--- config.mk ---
export PLATFORM = sky130hd
export DESIGN_NAME = adc_csu
export DESIGN_NICKNAME = d
export VERILOG_FILES = /design/src/verilog/adc_csu_pkg.sv /design/src/verilog/compute_unit.sv /design/src/verilog/adc_csu.sv
export SDC_FILE = /design/constraint.sdc
export NUM_CORES = 1
export LEC_CHECK = 0
export BUFFER_PORTS_ARGS = -buffer_cell sky130_fd_sc_hd__buf_4
export CORE_UTILIZATION = 45
export CTS_CLUSTER_SIZE = 25
export DETAILED_ROUTE_END_ITERATION = 10
export PLACE_DENSITY_LB_ADDON = 0.08
export SLEW_MARGIN = 5
export SYNTH_ARGS = -nofsm -noshare
export SYNTH_HDL_FRONTEND = slang
export SYNTH_SLANG_ARGS = --single-unit
--- constraint.sdc ---
create_clock -name pclk -period 12.5 [get_ports pclk]
set_input_delay 1.875 -clock pclk [delete_from_list [all_inputs] [get_ports pclk]]
set_output_delay 1.875 -clock pclk [all_outputs]
set_load 0.01 [all_outputs]
--- src/verilog/adc_csu_pkg.sv ---
// Purpose: Shared constants and types of the converter status unit.
// Assumes: 32-bit APB data, one aligned word per register.
// Notes:   Offsets are byte addresses on the APB bus.
package adc_csu_pkg;

	// System clock rate.
	localparam int unsigned CLK_HZ = 25_000_000;

	// Register byte offsets.
	localparam logic [7:0] OFS_CTRL    = 8'h00;
	localparam logic [7:0] OFS_TIMING  = 8'h04;
	localparam logic [7:0] OFS_TRIGSEL = 8'h08;
	localparam logic [7:0] OFS_STAGE   = 8'h0C;
	localparam logic [7:0] OFS_COUNT   = 8'h10;
	localparam logic [7:0] OFS_TARGET  = 8'h14;
	localparam logic [7:0] OFS_UPPER   = 8'h18;
	localparam logic [7:0] OFS_LOWER   = 8'h1C;
	localparam logic [7:0] OFS_SETPT   = 8'h20;
	localparam logic [7:0] OFS_RESULT  = 8'h24;
	localparam logic [7:0] OFS_FLT_HI  = 8'h28;
	localparam logic [7:0] OFS_FLT_LO  = 8'h2C;
	localparam logic [7:0] OFS_IRQ_ST  = 8'h30;
	localparam logic [7:0] OFS_IRQ_MSK = 8'h34;

	// Control register bit positions.
	localparam int CTRL_ON     = 0;
	localparam int CTRL_START  = 1;
	localparam int CTRL_AUTO   = 2;
	localparam int CTRL_MODE   = 3;
	localparam int CTRL_DOUBLE = 5;
	localparam int CTRL_RCSEL  = 6;
	localparam int CTRL_W      = 7;

	// Timing and target register field positions.
	localparam int TIM_PRE    = 8;
	localparam int TGT_SHIFT  = 8;

	// Interrupt status bit positions.
	localparam int IRQ_DONE = 0;
	localparam int IRQ_THR  = 1;
	localparam int IRQ_OVF  = 2;
	localparam int IRQ_W    = 3;

	// Reset values.
	localparam logic [7:0] RST_STAGE = 8'h00;
	localparam logic [7:0] RST_BYTE  = 8'h00;

	// Stage codes reported in the stage flags register.
	localparam logic [2:0] STG_IDLE  = 3'h0;
	localparam logic [2:0] STG_PRE1  = 3'h1;
	localparam logic [2:0] STG_ACQ1  = 3'h2;
	localparam logic [2:0] STG_CONV1 = 3'h3;
	localparam logic [2:0] STG_PRE2  = 3'h5;
	localparam logic [2:0] STG_ACQ2  = 3'h6;
	localparam logic [2:0] STG_CONV2 = 3'h7;

	// Computation modes.
	typedef enum logic [1:0] {
		MODE_ACCUM,
		MODE_AVERAGE,
		MODE_BURST,
		MODE_LPF
	} comp_mode_t;

	// Computation settings.
	typedef struct packed {
		comp_mode_t  mode;
		logic [2:0]  shift;
		logic [15:0] upper;
		logic [15:0] lower;
		logic [15:0] setpoint;
	} cmp_cfg_t;

	// Computation results.
	typedef struct packed {
		logic [15:0] filter;
		logic        ovf;
		logic        above;
		logic        below;
	} cmp_res_t;

endpackage

--- src/verilog/compute_unit.sv ---
// Purpose: Accumulator, low-pass filter and threshold compare.
// Assumes: One sample strobe per finished conversion.
// Notes:   Results and flags come straight from flip-flops.
module compute_unit
	import adc_csu_pkg::*;
#(
	parameter int ACC_W = 18
) (
	input  wire logic        pclk,
	input  wire logic        presetn,
	input  wire logic        sample_stb,
	input  wire logic [11:0] sample,
	input  wire logic        check,
	input  wire logic        restart,
	input  wire cmp_cfg_t    cfg,
	output cmp_res_t         res,
	output logic             upd
);

	logic [ACC_W-1:0] acc_q;
	logic [15:0]      lpf_q;
	logic             fresh_q;
	logic [ACC_W:0]   sum;
	logic             carry;
	logic [16:0]      diff;
	logic [16:0]      step;
	logic [16:0]      lpf_sum;
	logic [15:0]      lpf_d;
	logic [15:0]      filt_d;
	logic [16:0]      err;
	logic             above_d;
	logic             below_d;

	// Running sum with a carry that marks a wrap of the sum.
	assign sum   = {1'b0, acc_q} + (ACC_W+1)'(sample);
	assign carry = sum[ACC_W];

	// First-order low-pass: move by the difference scaled down.
	assign diff    = {5'h00, sample} - {1'b0, lpf_q};
	assign step    = 17'($signed(diff) >>> cfg.shift);
	assign lpf_sum = {1'b0, lpf_q} + step;
	assign lpf_d   = lpf_sum[15:0];

	// Filter output per mode.
	assign filt_d = (cfg.mode == MODE_LPF) ? lpf_d :
		16'(sum[ACC_W-1:0] >> cfg.shift);

	// Deviation from the set point against both thresholds.
	assign err     = {1'b0, filt_d} - {1'b0, cfg.setpoint};
	assign above_d = $signed(err) > $signed({cfg.upper[15], cfg.upper});
	assign below_d = $signed(err) < $signed({cfg.lower[15], cfg.lower});

	// Update state and results on each sample.
	always_ff @(posedge pclk or negedge presetn) begin
		if (!presetn) begin
			acc_q   <= '0;
			lpf_q   <= 16'h0000;
			fresh_q <= 1'b0;
			res     <= '0;
			upd     <= 1'b0;
		end else begin
			upd <= sample_stb;
			if (sample_stb) begin
				acc_q      <= restart ? '0 : sum[ACC_W-1:0];
				lpf_q      <= lpf_d;
				fresh_q    <= restart;
				res.filter <= filt_d;
				res.ovf    <= carry | (res.ovf & ~fresh_q);
				if (check) begin
					res.above <= above_d;
					res.below <= below_d;
				end
			end
		end
	end

endmodule

--- src/verilog/adc_csu.sv ---
// Purpose: Converter sequencing, status flags and filter readout.
// Assumes: APB slave with zero wait states; inputs synchronous.
// Notes:   Function
// Function
// - Setting start launches a conversion that runs on unaided.
// - Completion clears start unless a burst relaunches, sets done flag, raises enabled interrupt.
// - Enabled converter interrupt wakes device regardless of global enable.
// - Stage flags report overflow, above, below and computation done.
// - Three-bit stage code reports idle and each phase of both cycles.
// - With RC clock selected and slow system clock, stage may be invalid.
// - Repeat counter counts completed cycles, decides threshold check against target.
// - Filter output is shifted sum, or low-pass output in filter mode.
// - Sixteen-bit filter output readable only, split in two bytes.
// - Rising edge of selected trigger sets start when auto-trigger on.
module adc_csu
	import adc_csu_pkg::*;
#(
	parameter int          TRIG_N      = 4,
	parameter logic [7:0]  CONV_CYCLES = 8'h0E
) (
	input  wire logic              pclk,
	input  wire logic              presetn,
	input  wire logic              psel,
	input  wire logic              penable,
	input  wire logic              pwrite,
	input  wire logic [7:0]        paddr,
	input  wire logic [31:0]       pwdata,
	output logic [31:0]            prdata,
	output logic                   pready,
	output logic                   pslverr,
	input  wire logic [TRIG_N-1:0] trig_in,
	input  wire logic [11:0]       conv_data,
	input  wire logic              global_irq_enable,
	output logic                   converter_on,
	output logic                   rc_clk_sel,
	output logic                   precharge_en,
	output logic                   acquire_en,
	output logic                   convert_en,
	output logic                   irq,
	output logic                   irq_vector,
	output logic                   wake
);

	// Sequencer states.
	typedef enum logic [2:0] {
		ST_IDLE,
		ST_PRE1,
		ST_ACQ1,
		ST_CONV1,
		ST_PRE2,
		ST_ACQ2,
		ST_CONV2
	} state_t;

	// Map a sequencer state to its reported stage code.
	function automatic logic [2:0] stage_code(input state_t s);
		logic [2:0] c;
		c = STG_IDLE;
		unique case (s)
			ST_IDLE:  c = STG_IDLE;
			ST_PRE1:  c = STG_PRE1;
			ST_ACQ1:  c = STG_ACQ1;
			ST_CONV1: c = STG_CONV1;
			ST_PRE2:  c = STG_PRE2;
			ST_ACQ2:  c = STG_ACQ2;
			ST_CONV2: c = STG_CONV2;
		endcase
		return c;
	endfunction

	// Register-file state.
	logic [CTRL_W-1:0] ctrl_q;
	logic [7:0]        acq_q;
	logic [7:0]        pre_q;
	logic [1:0]        tsel_q;
	logic [7:0]        count_q;
	logic [7:0]        count_d;
	logic [7:0]        target_q;
	logic [2:0]        shift_q;
	logic [15:0]       upper_q;
	logic [15:0]       lower_q;
	logic [15:0]       setpt_q;
	logic [11:0]       result_q;
	logic              computation_done_flag_q;
	logic [IRQ_W-1:0]  irq_st_q;
	logic [IRQ_W-1:0]  irq_st_d;
	logic [IRQ_W-1:0]  irq_msk_q;
	logic [31:0]       prdata_q;

	// Sequencer and trigger state.
	state_t     st_q;
	state_t     st_d;
	logic [7:0] cnt_q;
	logic [7:0] cnt_d;
	logic       start_q;
	logic       start_d;
	logic       trig_prev_q;

	// Bus decode.
	logic wr_acc;
	logic rd_setup;
	logic hit;
	logic wr_ctrl;
	logic rd_clr;
	logic [31:0] rd_mux;

	// Control fields.
	logic       on;
	logic       auto;
	logic       dbl;
	comp_mode_t mode;

	// Sequencing terms.
	logic [7:0] phase_len;
	logic       phase_done;
	logic       in_conv;
	logic       conv_end;
	logic       finish;
	logic       launch;
	logic       trig_bit;
	logic       trig_set;
	logic [7:0] cnt_inc;
	logic       check;
	logic       restart;
	logic       relaunch;
	logic       start_set;
	logic       start_clr;

	// Computation interface.
	cmp_cfg_t cfg;
	cmp_res_t res;
	logic     upd;
	logic [IRQ_W-1:0] irq_ev;
	logic [7:0]       stage_flags;

	// Control fields decoded from the control register.
	assign on   = ctrl_q[CTRL_ON];
	assign auto = ctrl_q[CTRL_AUTO];
	assign dbl  = ctrl_q[CTRL_DOUBLE];
	assign mode = comp_mode_t'(ctrl_q[CTRL_MODE +: 2]);

	// APB strobes; every access completes in its first access cycle.
	assign wr_acc   = psel & penable & pwrite;
	assign rd_setup = psel & ~penable & ~pwrite;
	assign wr_ctrl  = wr_acc & (paddr == OFS_CTRL);
	assign rd_clr   = psel & penable & ~pwrite & (paddr == OFS_IRQ_ST);

	// Address decode for the mapped words.
	assign hit = (paddr == OFS_CTRL)    | (paddr == OFS_TIMING) |
		(paddr == OFS_TRIGSEL) | (paddr == OFS_STAGE)  |
		(paddr == OFS_COUNT)   | (paddr == OFS_TARGET) |
		(paddr == OFS_UPPER)   | (paddr == OFS_LOWER)  |
		(paddr == OFS_SETPT)   | (paddr == OFS_RESULT) |
		(paddr == OFS_FLT_HI)  | (paddr == OFS_FLT_LO) |
		(paddr == OFS_IRQ_ST)  | (paddr == OFS_IRQ_MSK);

	// Handshake outputs.
	assign pready  = 1'b1;
	assign pslverr = psel & penable & ~hit;
	assign prdata  = prdata_q;

	// Stage flags: overflow, thresholds, computation, code.
	// The code follows the sequencer state directly.
	// Under a slow system clock with the RC clock the code may lag.
	assign stage_flags = {res.ovf, res.above, res.below, computation_done_flag_q,
		1'b0, stage_code(st_q)};

	// Read selection; filter bytes are read-only.
	assign rd_mux =
		(paddr == OFS_CTRL)    ? {25'h0, ctrl_q[CTRL_W-1:CTRL_START+1],
			start_q, ctrl_q[CTRL_ON]} :
		(paddr == OFS_TIMING)  ? {16'h0, pre_q, acq_q} :
		(paddr == OFS_TRIGSEL) ? {30'h0, tsel_q} :
		(paddr == OFS_STAGE)   ? {24'h0, stage_flags} :
		(paddr == OFS_COUNT)   ? {24'h0, count_q} :
		(paddr == OFS_TARGET)  ? {21'h0, shift_q, target_q} :
		(paddr == OFS_UPPER)   ? {16'h0, upper_q} :
		(paddr == OFS_LOWER)   ? {16'h0, lower_q} :
		(paddr == OFS_SETPT)   ? {16'h0, setpt_q} :
		(paddr == OFS_RESULT)  ? {20'h0, result_q} :
		(paddr == OFS_FLT_HI)  ? {24'h0, res.filter[15:8]} :
		(paddr == OFS_FLT_LO)  ? {24'h0, res.filter[7:0]} :
		(paddr == OFS_IRQ_ST)  ? {29'h0, irq_st_q} :
		(paddr == OFS_IRQ_MSK) ? {29'h0, irq_msk_q} :
		32'h0000_0000;

	// Read data is captured in the setup cycle.
	always_ff @(posedge pclk or negedge presetn) begin
		if (!presetn) begin
			prdata_q <= 32'h0000_0000;
		end else if (rd_setup) begin
			prdata_q <= rd_mux;
		end
	end

	// Writable configuration registers.
	always_ff @(posedge pclk or negedge presetn) begin
		if (!presetn) begin
			ctrl_q    <= '0;
			acq_q     <= RST_BYTE;
			pre_q     <= RST_BYTE;
			tsel_q    <= 2'h0;
			target_q  <= RST_BYTE;
			shift_q   <= 3'h0;
			upper_q   <= 16'h0000;
			lower_q   <= 16'h0000;
			setpt_q   <= 16'h0000;
			irq_msk_q <= '0;
		end else if (wr_acc) begin
			unique case (paddr)
				OFS_CTRL: begin
					ctrl_q <= pwdata[CTRL_W-1:0];
				end
				OFS_TIMING: begin
					acq_q <= pwdata[7:0];
					pre_q <= pwdata[TIM_PRE +: 8];
				end
				OFS_TRIGSEL: begin
					tsel_q <= pwdata[1:0];
				end
				OFS_TARGET: begin
					target_q <= pwdata[7:0];
					shift_q  <= pwdata[TGT_SHIFT +: 3];
				end
				OFS_UPPER: begin
					upper_q <= pwdata[15:0];
				end
				OFS_LOWER: begin
					lower_q <= pwdata[15:0];
				end
				OFS_SETPT: begin
					setpt_q <= pwdata[15:0];
				end
				OFS_IRQ_MSK: begin
					irq_msk_q <= pwdata[IRQ_W-1:0];
				end
				default: begin
				end
			endcase
		end
	end

	// Trigger select and rising-edge detect.
	assign trig_bit = trig_in[tsel_q];
	assign trig_set = auto & on & trig_bit & ~trig_prev_q;

	// Start bit: set by software or trigger, cleared on completion unless a burst relaunches.
	// A set in the same cycle as a clear wins.
	assign start_set = (wr_ctrl & pwdata[CTRL_START]) | trig_set;
	assign start_clr = (finish & ~relaunch) |
		(wr_ctrl & ~pwdata[CTRL_START]) | ~on;
	assign start_d = start_set ? 1'b1 :
		(start_clr ? 1'b0 : start_q);

	// Length of the current phase in clock cycles.
	// A zero acquisition setting gives a one-cycle phase.
	assign phase_len =
		((st_q == ST_PRE1) | (st_q == ST_PRE2)) ? pre_q :
		((st_q == ST_ACQ1) | (st_q == ST_ACQ2)) ? acq_q :
		CONV_CYCLES;
	assign phase_done = ({1'b0, cnt_q} + 9'h001) >= {1'b0, phase_len};

	// Conversion ends and completion of the whole cycle.
	assign in_conv  = (st_q == ST_CONV1) | (st_q == ST_CONV2);
	assign conv_end = in_conv & phase_done & start_q;
	assign finish   = conv_end & ((st_q == ST_CONV2) | ~dbl);
	assign launch   = (st_q == ST_IDLE) & start_q & on;

	// Sequencer next state; a cleared start aborts to idle.
	always_comb begin
		st_d = st_q;
		unique case (st_q)
			ST_IDLE: begin
				if (launch) begin
					st_d = ST_PRE1;
				end
			end
			ST_PRE1: begin
				if (phase_done) begin
					st_d = ST_ACQ1;
				end
			end
			ST_ACQ1: begin
				if (phase_done) begin
					st_d = ST_CONV1;
				end
			end
			ST_CONV1: begin
				if (phase_done) begin
					st_d = dbl ? ST_PRE2 : ST_IDLE;
				end
			end
			ST_PRE2: begin
				if (phase_done) begin
					st_d = ST_ACQ2;
				end
			end
			ST_ACQ2: begin
				if (phase_done) begin
					st_d = ST_CONV2;
				end
			end
			ST_CONV2: begin
				if (phase_done) begin
					st_d = ST_IDLE;
				end
			end
		endcase
		if (!start_q) begin
			st_d = ST_IDLE;
		end
	end

	// Phase cycle counter restarts on every state change.
	assign cnt_d = (st_d != st_q) ? 8'h00 : 8'(cnt_q + 8'h01);

	// Analog control strobes follow the phase.
	assign precharge_en = (st_q == ST_PRE1) | (st_q == ST_PRE2);
	assign acquire_en   = (st_q == ST_ACQ1) | (st_q == ST_ACQ2);
	assign convert_en   = in_conv;
	assign converter_on = on;
	assign rc_clk_sel   = ctrl_q[CTRL_RCSEL];

	// Sequencer, start and trigger registers.
	always_ff @(posedge pclk or negedge presetn) begin
		if (!presetn) begin
			st_q        <= ST_IDLE;
			cnt_q       <= 8'h00;
			start_q     <= 1'b0;
			trig_prev_q <= 1'b0;
		end else begin
			st_q        <= st_d;
			cnt_q       <= cnt_d;
			start_q     <= start_d;
			trig_prev_q <= trig_bit;
		end
	end

	// Repeat counting and threshold-check decision.
	assign cnt_inc  = 8'(count_q + 8'h01);
	assign check    = (mode == MODE_ACCUM) | (cnt_inc >= target_q);
	assign restart  = check &
		((mode == MODE_AVERAGE) | (mode == MODE_BURST));
	assign relaunch = (mode == MODE_BURST) & ~check;

	// Counter update: hardware counting wins over a software write.
	assign count_d = finish ? (restart ? 8'h00 : cnt_inc) :
		((wr_acc & (paddr == OFS_COUNT)) ? pwdata[7:0] : count_q);

	// Counter and conversion result registers.
	always_ff @(posedge pclk or negedge presetn) begin
		if (!presetn) begin
			count_q  <= RST_BYTE;
			result_q <= 12'h000;
		end else begin
			count_q <= count_d;
			if (conv_end) begin
				result_q <= conv_data;
			end
		end
	end

	// Settings for the computation unit.
	assign cfg.mode     = mode;
	assign cfg.shift    = shift_q;
	assign cfg.upper    = upper_q;
	assign cfg.lower    = lower_q;
	assign cfg.setpoint = setpt_q;

	// Accumulator, filter and threshold compare.
	compute_unit u_compute (
		.pclk       (pclk),
		.presetn    (presetn),
		.sample_stb (conv_end),
		.sample     (conv_data),
		.check      (finish & check),
		.restart    (finish & restart),
		.cfg        (cfg),
		.res        (res),
		.upd        (upd)
	);

	// Computation flag: set on update, cleared as a new cycle starts.
	always_ff @(posedge pclk or negedge presetn) begin
		if (!presetn) begin
			computation_done_flag_q <= 1'b0;
		end else if (upd) begin
			computation_done_flag_q <= 1'b1;
		end else if (launch) begin
			computation_done_flag_q <= 1'b0;
		end
	end

	// Interrupt events: completion, threshold crossing, overflow.
	assign irq_ev[IRQ_DONE] = finish;
	assign irq_ev[IRQ_THR]  = upd & (res.above | res.below);
	assign irq_ev[IRQ_OVF]  = upd & res.ovf;

	// Sticky status; a read clears only the bits it returned.
	// An event in the clearing cycle is kept.
	assign irq_st_d = (irq_st_q &
		~(rd_clr ? prdata_q[IRQ_W-1:0] : '0)) | irq_ev;

	// Interrupt status register.
	always_ff @(posedge pclk or negedge presetn) begin
		if (!presetn) begin
			irq_st_q <= '0;
		end else begin
			irq_st_q <= irq_st_d;
		end
	end

	// Level interrupt; wake does not depend on the global enable.
	assign irq        = |(irq_st_q & irq_msk_q);
	assign wake       = irq;
	assign irq_vector = irq & global_irq_enable;

endmodule

-- Yosys cells after proc, flatten, opt, wreduce, memory -nomap -nowiden
Index checks and enable logic that the tools add are counted.
- output and inout port bits: 42
- logic and storage cells: 186
- bits in registers: 211
- bits of input ports: 62
- bitwise operators: 66
- eq/ne operators: 23
- add/subtract/negate cells: 7
- multiplexer cells: 40
- shift-type cells: 2
- reduce and logical (&&, ||, !) cells: 16
- $lt $le $gt $ge: 5
- operator list (cell ; number):
    $mux W16 ; 10
    $mux W8 ; 8
    $eq A8 B6 Y1 const B ; 6
    $pmux W3 S7 ; 2
    $mux W3 ; 12
    $eq A8 B5 Y1 const B ; 4
    $and A1 B1 Y1 ; 28
    $or A1 B1 Y1 ; 24
    $add A18 B12 Y19 ; 1
    $mux W18 ; 1
    $reduce_and A2 Y1 ; 9
    $shr A18 B3 Y16 ; 1
    $gt A17 B16 Y1 ; 1
    $lt A17 B16 Y1 ; 1
    $sshr A17 B3 Y16 ; 1
    $sub A12 B16 Y17 ; 1
    $sub A16 B16 Y17 ; 1
    $add A16 B16 Y16 ; 1
    $add A8 B1 Y8 const B ; 2
    $eq A8 B4 Y1 const B ; 2
    $mux W12 ; 1
    $not A1 Y1 ; 10
    $add A8 B1 Y9 const B ; 1
    $eq A3 B3 Y1 const B ; 3
    other kinds (19) ; 28

-- Logic depth before layout (Yosys ltp)
Gate-level depths: netlist of the first run.
- word-level depth: 16
- mapped depth: 37
- depth with buffers taken out: 37

-- By module
A second synthesis of the first run with hierarchy kept.
- cells, all modules: 1599
- area total of the unflattened synthesis: 14835.5 um^2
- modules (own cells, without submodules) (module ; cells each ; instances ; sequential area each (um^2) ; area each (um^2)):
    adc_csu ; 730 ; 1 ; 3478.3 ; 7780.0
    compute_unit ; 869 ; 1 ; 1376.3 ; 7055.5

-- Worst setup path before layout of the first run
Ideal clock, no wire load.
- kind: in2reg
- start: input conv_data[0]
- end: register, netlist name u_compute.res[0]
- arrival time: 8.203 ns
- library setup time: 0.064 ns
- stages: 33
- required time: 12.436 ns
- setup slack: 4.233 ns
- buffers on the path: 0
- path through: inv_1 -> ha_1 -> fa_1 -> nor2b_1 -> o2111ai_1 -> nand2_1 -> a21o_1 -> a21oi_1 -> xnor2_1 -> a211oi_1 -> a21oi_1 -> a21o_1 -> fa_1 -> a21o_1 -> a211oi_1 -> a21oi_1 -> a221o_1 -> ha_1 -> a21boi_0 -> o21a_1 -> a21bo_2 -> and4_1 -> a2111o_1 -> xor2_1 -> ha_1 -> a21o_1 -> a21o_1 -> a2111oi_0 -> a21oi_1 -> o31ai_1 -> o21ai_0 -> a21oi_1 -> a21o_1
- longest elaborated chain between the ends: 6
- elaborated cells between the ends (all ways): 8
- classes of those cells: add/sub (4); order compare (1); shift (2); mux (1)
- ends and longest elaborated chain (item ; line ; RTL):
    from (decl) ; adc_csu.sv:32 ; input wire logic [11:0] conv_data,
    $sub A12 B16 Y17 ; compute_unit.sv:39 ; assign diff = {5'h00, sample} - {1'b0, lpf_q};
    $sshr A17 B3 Y16 ; compute_unit.sv:40 ; assign step = 17'($signed(diff) >>> cfg.shift);
    $add A16 B16 Y16 ; compute_unit.sv:41 ; assign lpf_sum = {1'b0, lpf_q} + step;
    $mux W16 (*) ; compute_unit.sv:45 ; assign filt_d = (cfg.mode == MODE_LPF) ? lpf_d :
    net u_compute.filt_d[4] ; compute_unit.sv:29 ; logic [15:0] filt_d;
    $sub A16 B16 Y17 (*) ; compute_unit.sv:49 ; assign err = {1'b0, filt_d} - {1'b0, cfg.setpoint};
    $lt A17 B16 Y1 (*) ; compute_unit.sv:51 ; assign below_d = $signed(err) < $signed({cfg.lower[15], cfg.lower});
Mark *: on every way through the listed nets, which the timed path passes. The rest lies on a longest branch.
A chain may end at the register's enable or synchronous reset.

-- Worst setup path after layout of the first run
- start: input conv_data[0]
- end: register, netlist name u_compute.res[1]
- longest elaborated chain between the ends: 6
- elaborated cells between the ends (all ways): 8
- classes of those cells: add/sub (4); order compare (1); shift (2); mux (1)
- ends and longest elaborated chain (item ; line ; RTL):
    $sub A12 B16 Y17 ; compute_unit.sv:39 ;
    $sshr A17 B3 Y16 ; compute_unit.sv:40 ;
    $add A16 B16 Y16 ; compute_unit.sv:41 ;
    $mux W16 (*) ; compute_unit.sv:45 ;
    net u_compute.filt_d[9] ; compute_unit.sv:29 ;
    $sub A16 B16 Y17 (*) ; compute_unit.sv:49 ;
    $gt A17 B16 Y1 (*) ; compute_unit.sv:50 ; assign above_d = $signed(err) > $signed({cfg.upper[15], cfg.upper});
Marks and branches as above.

==> flow_metrics.tcl, run 1 <==
set metrics [dict create \
    status "finished, final reports clean" \
    timing.rr.end "u_compute.res[1]" \
    ys_dominant_reg_cell "dfrtp_1" \
    max_stage_delay_ns 0.56 \
    synth_cell_type_count 98 \
    finalSetupViolCount 0 \
    grt_overflow 0 \
    synth_async_sr_flop_share_pct 100 \
    cts_inserted_buffers 17 \
    tightest_slew_ns 0.924 \
    seq_area_sq_um 4850 \
    nFillCells 3088 \
    p_leak_nw 7.18 \
    cts_num_sinks 194 \
    ctsHoldBuffers 0 \
    synth_fa_ha_area_share_pct 9.93 \
    die_h_um 182 \
    final_common_cell "nand2_1" \
    final_cell_mix "nand2_1, dfrtp_1, ha_1, o21ai_0, mux2_2" \
    htreeDepth 4 \
    initial_core_util_pct 46.0 \
    grt_pass1_wl_um 68400 \
    finalNetCount 1815 \
    synth_top_family_by_area "compound AO/OA/AOI/OAI gates" \
    clock_skew_ns 0.0161 \
    drv_slew 0 \
    die_area_sq_um 33000 \
    fmax_mhz 108 \
    rr_startpoint "u_compute.lpf_q[1]" \
    critPathSlowestCell "a2111oi_0" \
    drc_errors 0 \
    postCtsResizedCells 0 \
    end_kind "register" \
    rsz0062_at_grt "false" \
    crit_buf_inv 2 \
    clkTransAtPathRegs_ns 0.07 \
    synth_top_area_share_pct 33.4 \
    fp-row-count 65 \
    r2r_cells 32 \
    grt_usage_pct 27.1 \
    grt_max_degree 91 \
    fin_crit_ns 9.25 \
    hold_path.class "reg -> reg" \
    grt_pass1_vias 12000 \
    core_area_sq_um 31600 \
    cp_max_fo 6 \
    cts_tree "yes" \
    syn_inst 1610 \
    netlist_area_sq_um 14500 \
    synthSimpleGateAreaFrac_pct 15.2 \
    hp-start "result_q[7]" \
    maxCapViolCount 0 \
    n_antenna_cell 0 \
    holdWs_ns 0.480 \
    numPortBuffers 70 \
    hold_viol_final 0 \
    avgSynthCellArea_sq_um 9.03 \
    area_growth_pct 9.47 \
    synthTopCellsByArea "dfrtp_1, ha_1, mux2_2, nand2_1, o21ai_0" \
    relSlewSlack_pct 36.8 \
    post_cts_buffers 0 \
    yosysWarnings 0 \
    ant_nets 0 \
    cts-root-buf "clkbuf_16" \
    wl_um 43400 \
    seq_area_frac_synth_pct 33.4 \
    holdPathEnd "result_q[7]" \
    critPathTopFamily "compound AO/OA/AOI/OAI gates" \
    vias 12100 \
    initialDrtViolationCount 713 \
    ys_ff_latch 194 \
    synth_compound_area_share_pct 20.9 \
    dp.final_hpwl_um 33200 \
    hold_path_depth 2 \
    required_ns 12.84 \
    multi_input_area_sq_um 8980 \
    startpoint_type "input port" \
    r2r_slack_ns 4.39 \
    synthMuxAreaShare_pct 11.2 \
    synth_xor_area_share_pct 4.03 \
    clock_path_buffers 2 \
    arrival_ns 9.59 \
    io_pins 104 \
    clock_latency_ns 0.47 \
    drtPass1Iterations 5 \
    drive_gt1_share_pct 15.6 \
    die_w_um 182 \
    critPathMostFrequentCell "ha_1" \
    path_class "in -> reg" \
    wl_per_cell_um 21.1 \
    synth_edf_count 0 \
    p_per_area_nw_per_um2 95.8 \
    tns_ns 0 \
    place_congestion 0.865 \
    antenna_found_initial 0 \
    vdd_drop_max_v 0.000111 \
    via_per_inst 5.89 \
    yosysTopAreaCell "dfrtp_1" \
    period_share_pct 74.0 \
]
where the power goes:
group	internal [mW]	switching, mW
clock	0.305	0.275
sequential	0.636	0.00891
combinational	0.122	0.176
total	1.06	0.460
state kept, by name (all words and copies together) (netlist names), 3 cells and up:
name	flops
lower_q	16
target_q	8
count_q	8
st_q	3
ctrl_q	6
shift_q	3
u_compute.lpf_q	16
u_compute.acc_q	18
prdata	16
irq_st_q	3
upper_q	16
irq_msk_q	3
u_compute.res	19
acq_q	8
cnt_q	8
pre_q	8
setpt_q	16
result_q	12
how the worst max path moves through the flow:
stage | startpoint | end | slack, ns | depth (start not counted)
floorplan | conv_data[0] | u_compute.res[0] | 4.23 | 33
global placement | conv_data[0] | u_compute.res[1] | 2.87 | 34
detailed placement | conv_data[0] | u_compute.res[1] | 2.81 | 34
CTS | conv_data[0] | u_compute.res[1] | 3.25 | 34
global route | conv_data[0] | u_compute.res[1] | 2.84 | 34
finish | conv_data[0] | u_compute.res[1] | 3.25 | 34
metal layers:
metal  GRT usage [%]  vias up  wire length [um]
li1                -     5857                 -
met1            35.2     5940             19900
met2            45.9      239             20900
met3            3.43       57              1300
met4            10.0        0              1270
met5               0        -                 0
worst min-delay path: stages, from the launching register on:
cell and delay, ns:
dfrtp_1 0.34, nand2_1 0.05, nand2_1 0.05
cells by family (layout without fill, tap and decap cells):
kind of cell / count (synthesis) / after routing
buf+inv: 181 / 208
flops: 194 / 194
mux: 145 / 145
simple gates: 471 / 471
other cells: 2 / 17
xor+xnor: 66 / 66
compound gates: 438 / 438
fa+ha+maj: 113 / 113
through the flow:
step	power, mW	area (sq um)	setup slack (ns)	cells	utilization (%)
after global routing	1.60	15900	2.84	2054	50.3
after floorplan	0.860	14600	4.23	1625	-
after CTS	1.54	15900	3.25	2054	50.3
after global placement	0.951	15300	2.87	2023	48.4
final	1.52	15900	3.25	2054	50.3
after detailed placement	0.956	15300	2.81	2023	48.4
layout make-up:
| type | count | area share (%) |
|---|---|---|
| clock buffer | 19 | 2.78 |
| clock inverter | 12 | 0.928 |
| inverter | 94 | 2.22 |
| multi-input combinational | 1250 | 56.5 |
| sequential | 194 | 30.5 |
| tap | 402 | 3.16 |
| timing repair buffer | 83 | 3.95 |
synth_stat cells, types with 5 or more instances:
cell,n
a211o_1,6
a211oi_1,23
a21boi_0,6
a21o_1,25
a21oi_1,92
a221o_1,10
a221oi_1,13
a222oi_1,7
a22o_1,7
a22oi_1,18
a31oi_1,13
and2_1,23
and3_1,19
buf_1,8
buf_2,11
buf_4,19
clkbuf_1,49
dfrtp_1,194
ha_1,109
inv_1,91
mux2_2,100
mux2i_1,38
nand2_1,210
nand2b_1,17
nand3_1,25
nor2_1,98
nor2b_1,15
nor3_1,16
nor4_1,7
o211ai_1,6
o21a_1,18
o21ai_0,100
o21ai_1,5
o22ai_1,9
o31ai_1,13
or2_2,5
xnor2_1,42
xor2_1,23
No activity file was read; power rests on OpenSTA's default activity.
==> run 2, diff against run 1 <==
==> constraint.sdc (replaced) <==
create_clock -name pclk -period 7.9 [get_ports pclk]
set_input_delay 1.185 -clock pclk [delete_from_list [all_inputs] [get_ports pclk]]
set_output_delay 1.185 -clock pclk [all_outputs]
set_load 0.01 [all_outputs]
==> run 2 against run 1 <==
Via count grew 4.4%. Combinational power grew 100%. Sequential power grew 58%. Die area is the same. Wire length grew 3.6%. Hold slack gained 0.0033 ns. Cell area grew 8.2%. Core utilization grew 4.1 points. First-iteration DRC count shrank 0.28%. Register-to-register slack lost 3.7 ns.
==> flow_metrics.tcl, run 2 (synthesis results as in run 1) <==
set metrics [dict create \
    status "finished, final reports clean" \
    wl_um 45000 \
    end_kind "register" \
    timing.rr.end "u_compute.res[0]" \
    r2r_cells 34 \
    critPathMostFrequentCell "buf_4" \
    hold_path.class "reg -> reg" \
    r2r_slack_ns 0.66 \
    seq_area_sq_um 4850 \
    area_growth_pct 18.5 \
    vdd_drop_max_v 0.000166 \
    grt_pass1_vias 12600 \
    relSlewSlack_pct 31.9 \
    met3_usage_pct 2.89 \
    grt_overflow 0 \
    grt_use_met2_pct 49.3 \
    ant_nets 0 \
    die_area_sq_um 33000 \
    finalNetCount 1958 \
    grt_usage_pct 28.1 \
    largest_reg_flops 19 \
    tns_ns 0 \
    reg_top3 "u_compute.res: 19 flops, u_compute.acc_q: 18 flops" \
    dp.final_hpwl_um 34600 \
    clock_latency_ns 0.48 \
    cts_tree "yes" \
    wl_per_cell_um 20.5 \
    final_core_util_pct 54.4 \
    grt_pass1_wl_um 70800 \
    grtUsageMet1_pct 35.5 \
    arrival_ns 8.01 \
    ctsHoldBuffers 0 \
    path_class "in -> reg" \
    fmax_mhz 132 \
    startpoint_type "input port" \
    cp_max_fo 3 \
    die_h_um 182 \
    p_leak_nw 7.90 \
    p_per_area_nw_per_um2 147 \
    critPathSlowestCell "mux4_2" \
    initial_core_util_pct 46.0 \
    cts_inserted_buffers 17 \
    drive_gt1_share_pct 24.6 \
    top_register "u_compute.res" \
    numPortBuffers 70 \
    cts_num_sinks 194 \
    required_ns 8.33 \
    total_power_mw 2.53 \
    clock_skew_ns 0.0207 \
    drc_errors 0 \
    via_per_inst 5.74 \
    cts-root-buf "clkbuf_16" \
    final_cell_mix "buf_4, nand2_1, dfrtp_1, ha_1, mux2_2" \
    n_antenna_cell 0 \
    drv_slew 0 \
    max_stage_delay_ns 0.49 \
    busiest_layer "met2" \
    antenna_found_initial 0 \
    place_congestion 0.924 \
    nFillCells 2956 \
    final_common_cell "buf_4" \
    endpoint "u_compute.res[0]" \
    rr_startpoint "u_compute.lpf_q[1]" \
    grt_max_degree 92 \
    core_area_sq_um 31600 \
    initialDrtViolationCount 711 \
    tightest_slew_ns 1.02 \
    fin_crit_ns 7.58 \
    vias 12600 \
    clkTransAtPathRegs_ns 0.10 \
    clock_path_buffers 2 \
    htreeDepth 4 \
    finalSetupViolCount 0 \
    drtPass1Iterations 5 \
    hold_viol_final 0 \
    rsz0062_at_grt "true" \
    crit_start "conv_data[0]" \
    holdWs_ns 0.483 \
    fp-row-count 65 \
    multi_input_area_sq_um 9200 \
    maxCapViolCount 0 \
    io_pins 104 \
    die_w_um 182 \
    period_share_pct 95.9 \
]
[run 2: cell count changes in the layout (fill, tap and decap cells not counted), moves of 4 or more]
cell,before,now
a21oi_1,92,84
o21ai_0,100,94
ha_1,109,103
o21ai_1,5,10
ha_2,0,4
clkinv_8,0,7
a21oi_2,1,9
buf_4,82,225
[run 2: worst min-delay path by stage]
stage / start / to / slack [ns] / cells past startpoint
final: prdata[8] / prdata[8] / 0.48 / 2
after detailed placement: u_compute.fresh_q / u_compute.fresh_q / 0.47 / 1
after floorplan: result_q[3] / result_q[3] / 0.45 / 2
after CTS: u_compute.fresh_q / u_compute.fresh_q / 0.49 / 1
after global placement: prdata[9] / prdata[9] / 0.46 / 2
after global routing: result_q[11] / result_q[11] / 0.51 / 2
[run 2: routing by layer]
metal / part of all wire, % / wire length, um / vias to the layer above
met5: 0 / 0 / -
met4: 3.0 / 1330 / 0
met3: 3.1 / 1380 / 69
met2: 50 / 22500 / 269
met1: 44 / 19800 / 6157
li1: - / - / 6129
[run 2: cell type report]
cell class,count,share of cell area (%)
tap,402,2.92
sequential,194,28.2
timing repair buffer,226,9.89
inverter,94,2.05
clock inverter,15,1.08
multi-input combinational,1250,53.4
clock buffer,17,2.47
[run 2: what timing repair did]
item | 4_1_cts | 5_1_grt
pin swaps | 0 | 30
resized for setup | 2 | 50
setup buffers | 0 | 10
setup endpoints to repair | 2 | 2
[run 2: where the power goes]
group	total, mW	switching, mW	internal [mW]
logic	0.597	0.313	0.284
registers	1.02	0.0146	1.01
clock network	0.909	0.481	0.429
total	2.53	0.808	1.72
[run 2: critical path, delay by kind of cell]
kind	cells	cell delay (ns)
XOR/XNOR	3	0.60
adder cells (fa/ha/maj)	5	1.41
AO/OA/AOI/OAI	14	2.31
AND/OR/NAND/NOR	6	0.95
multiplexers	2	0.77
buffers and inverters	6	0.76
[run 2: stage by stage]
| stage | worst slack [ns] | instance area, sq um | instances |
|---|---|---|---|
| floorplan | 0.323 | 14600 | 1625 |
| global placement | -0.464 | 16300 | 2156 |
| detailed placement | -0.502 | 16300 | 2156 |
| CTS | 0.0148 | 16900 | 2188 |
| global route | -0.0493 | 17200 | 2198 |
| finish | 0.320 | 17200 | 2198 |
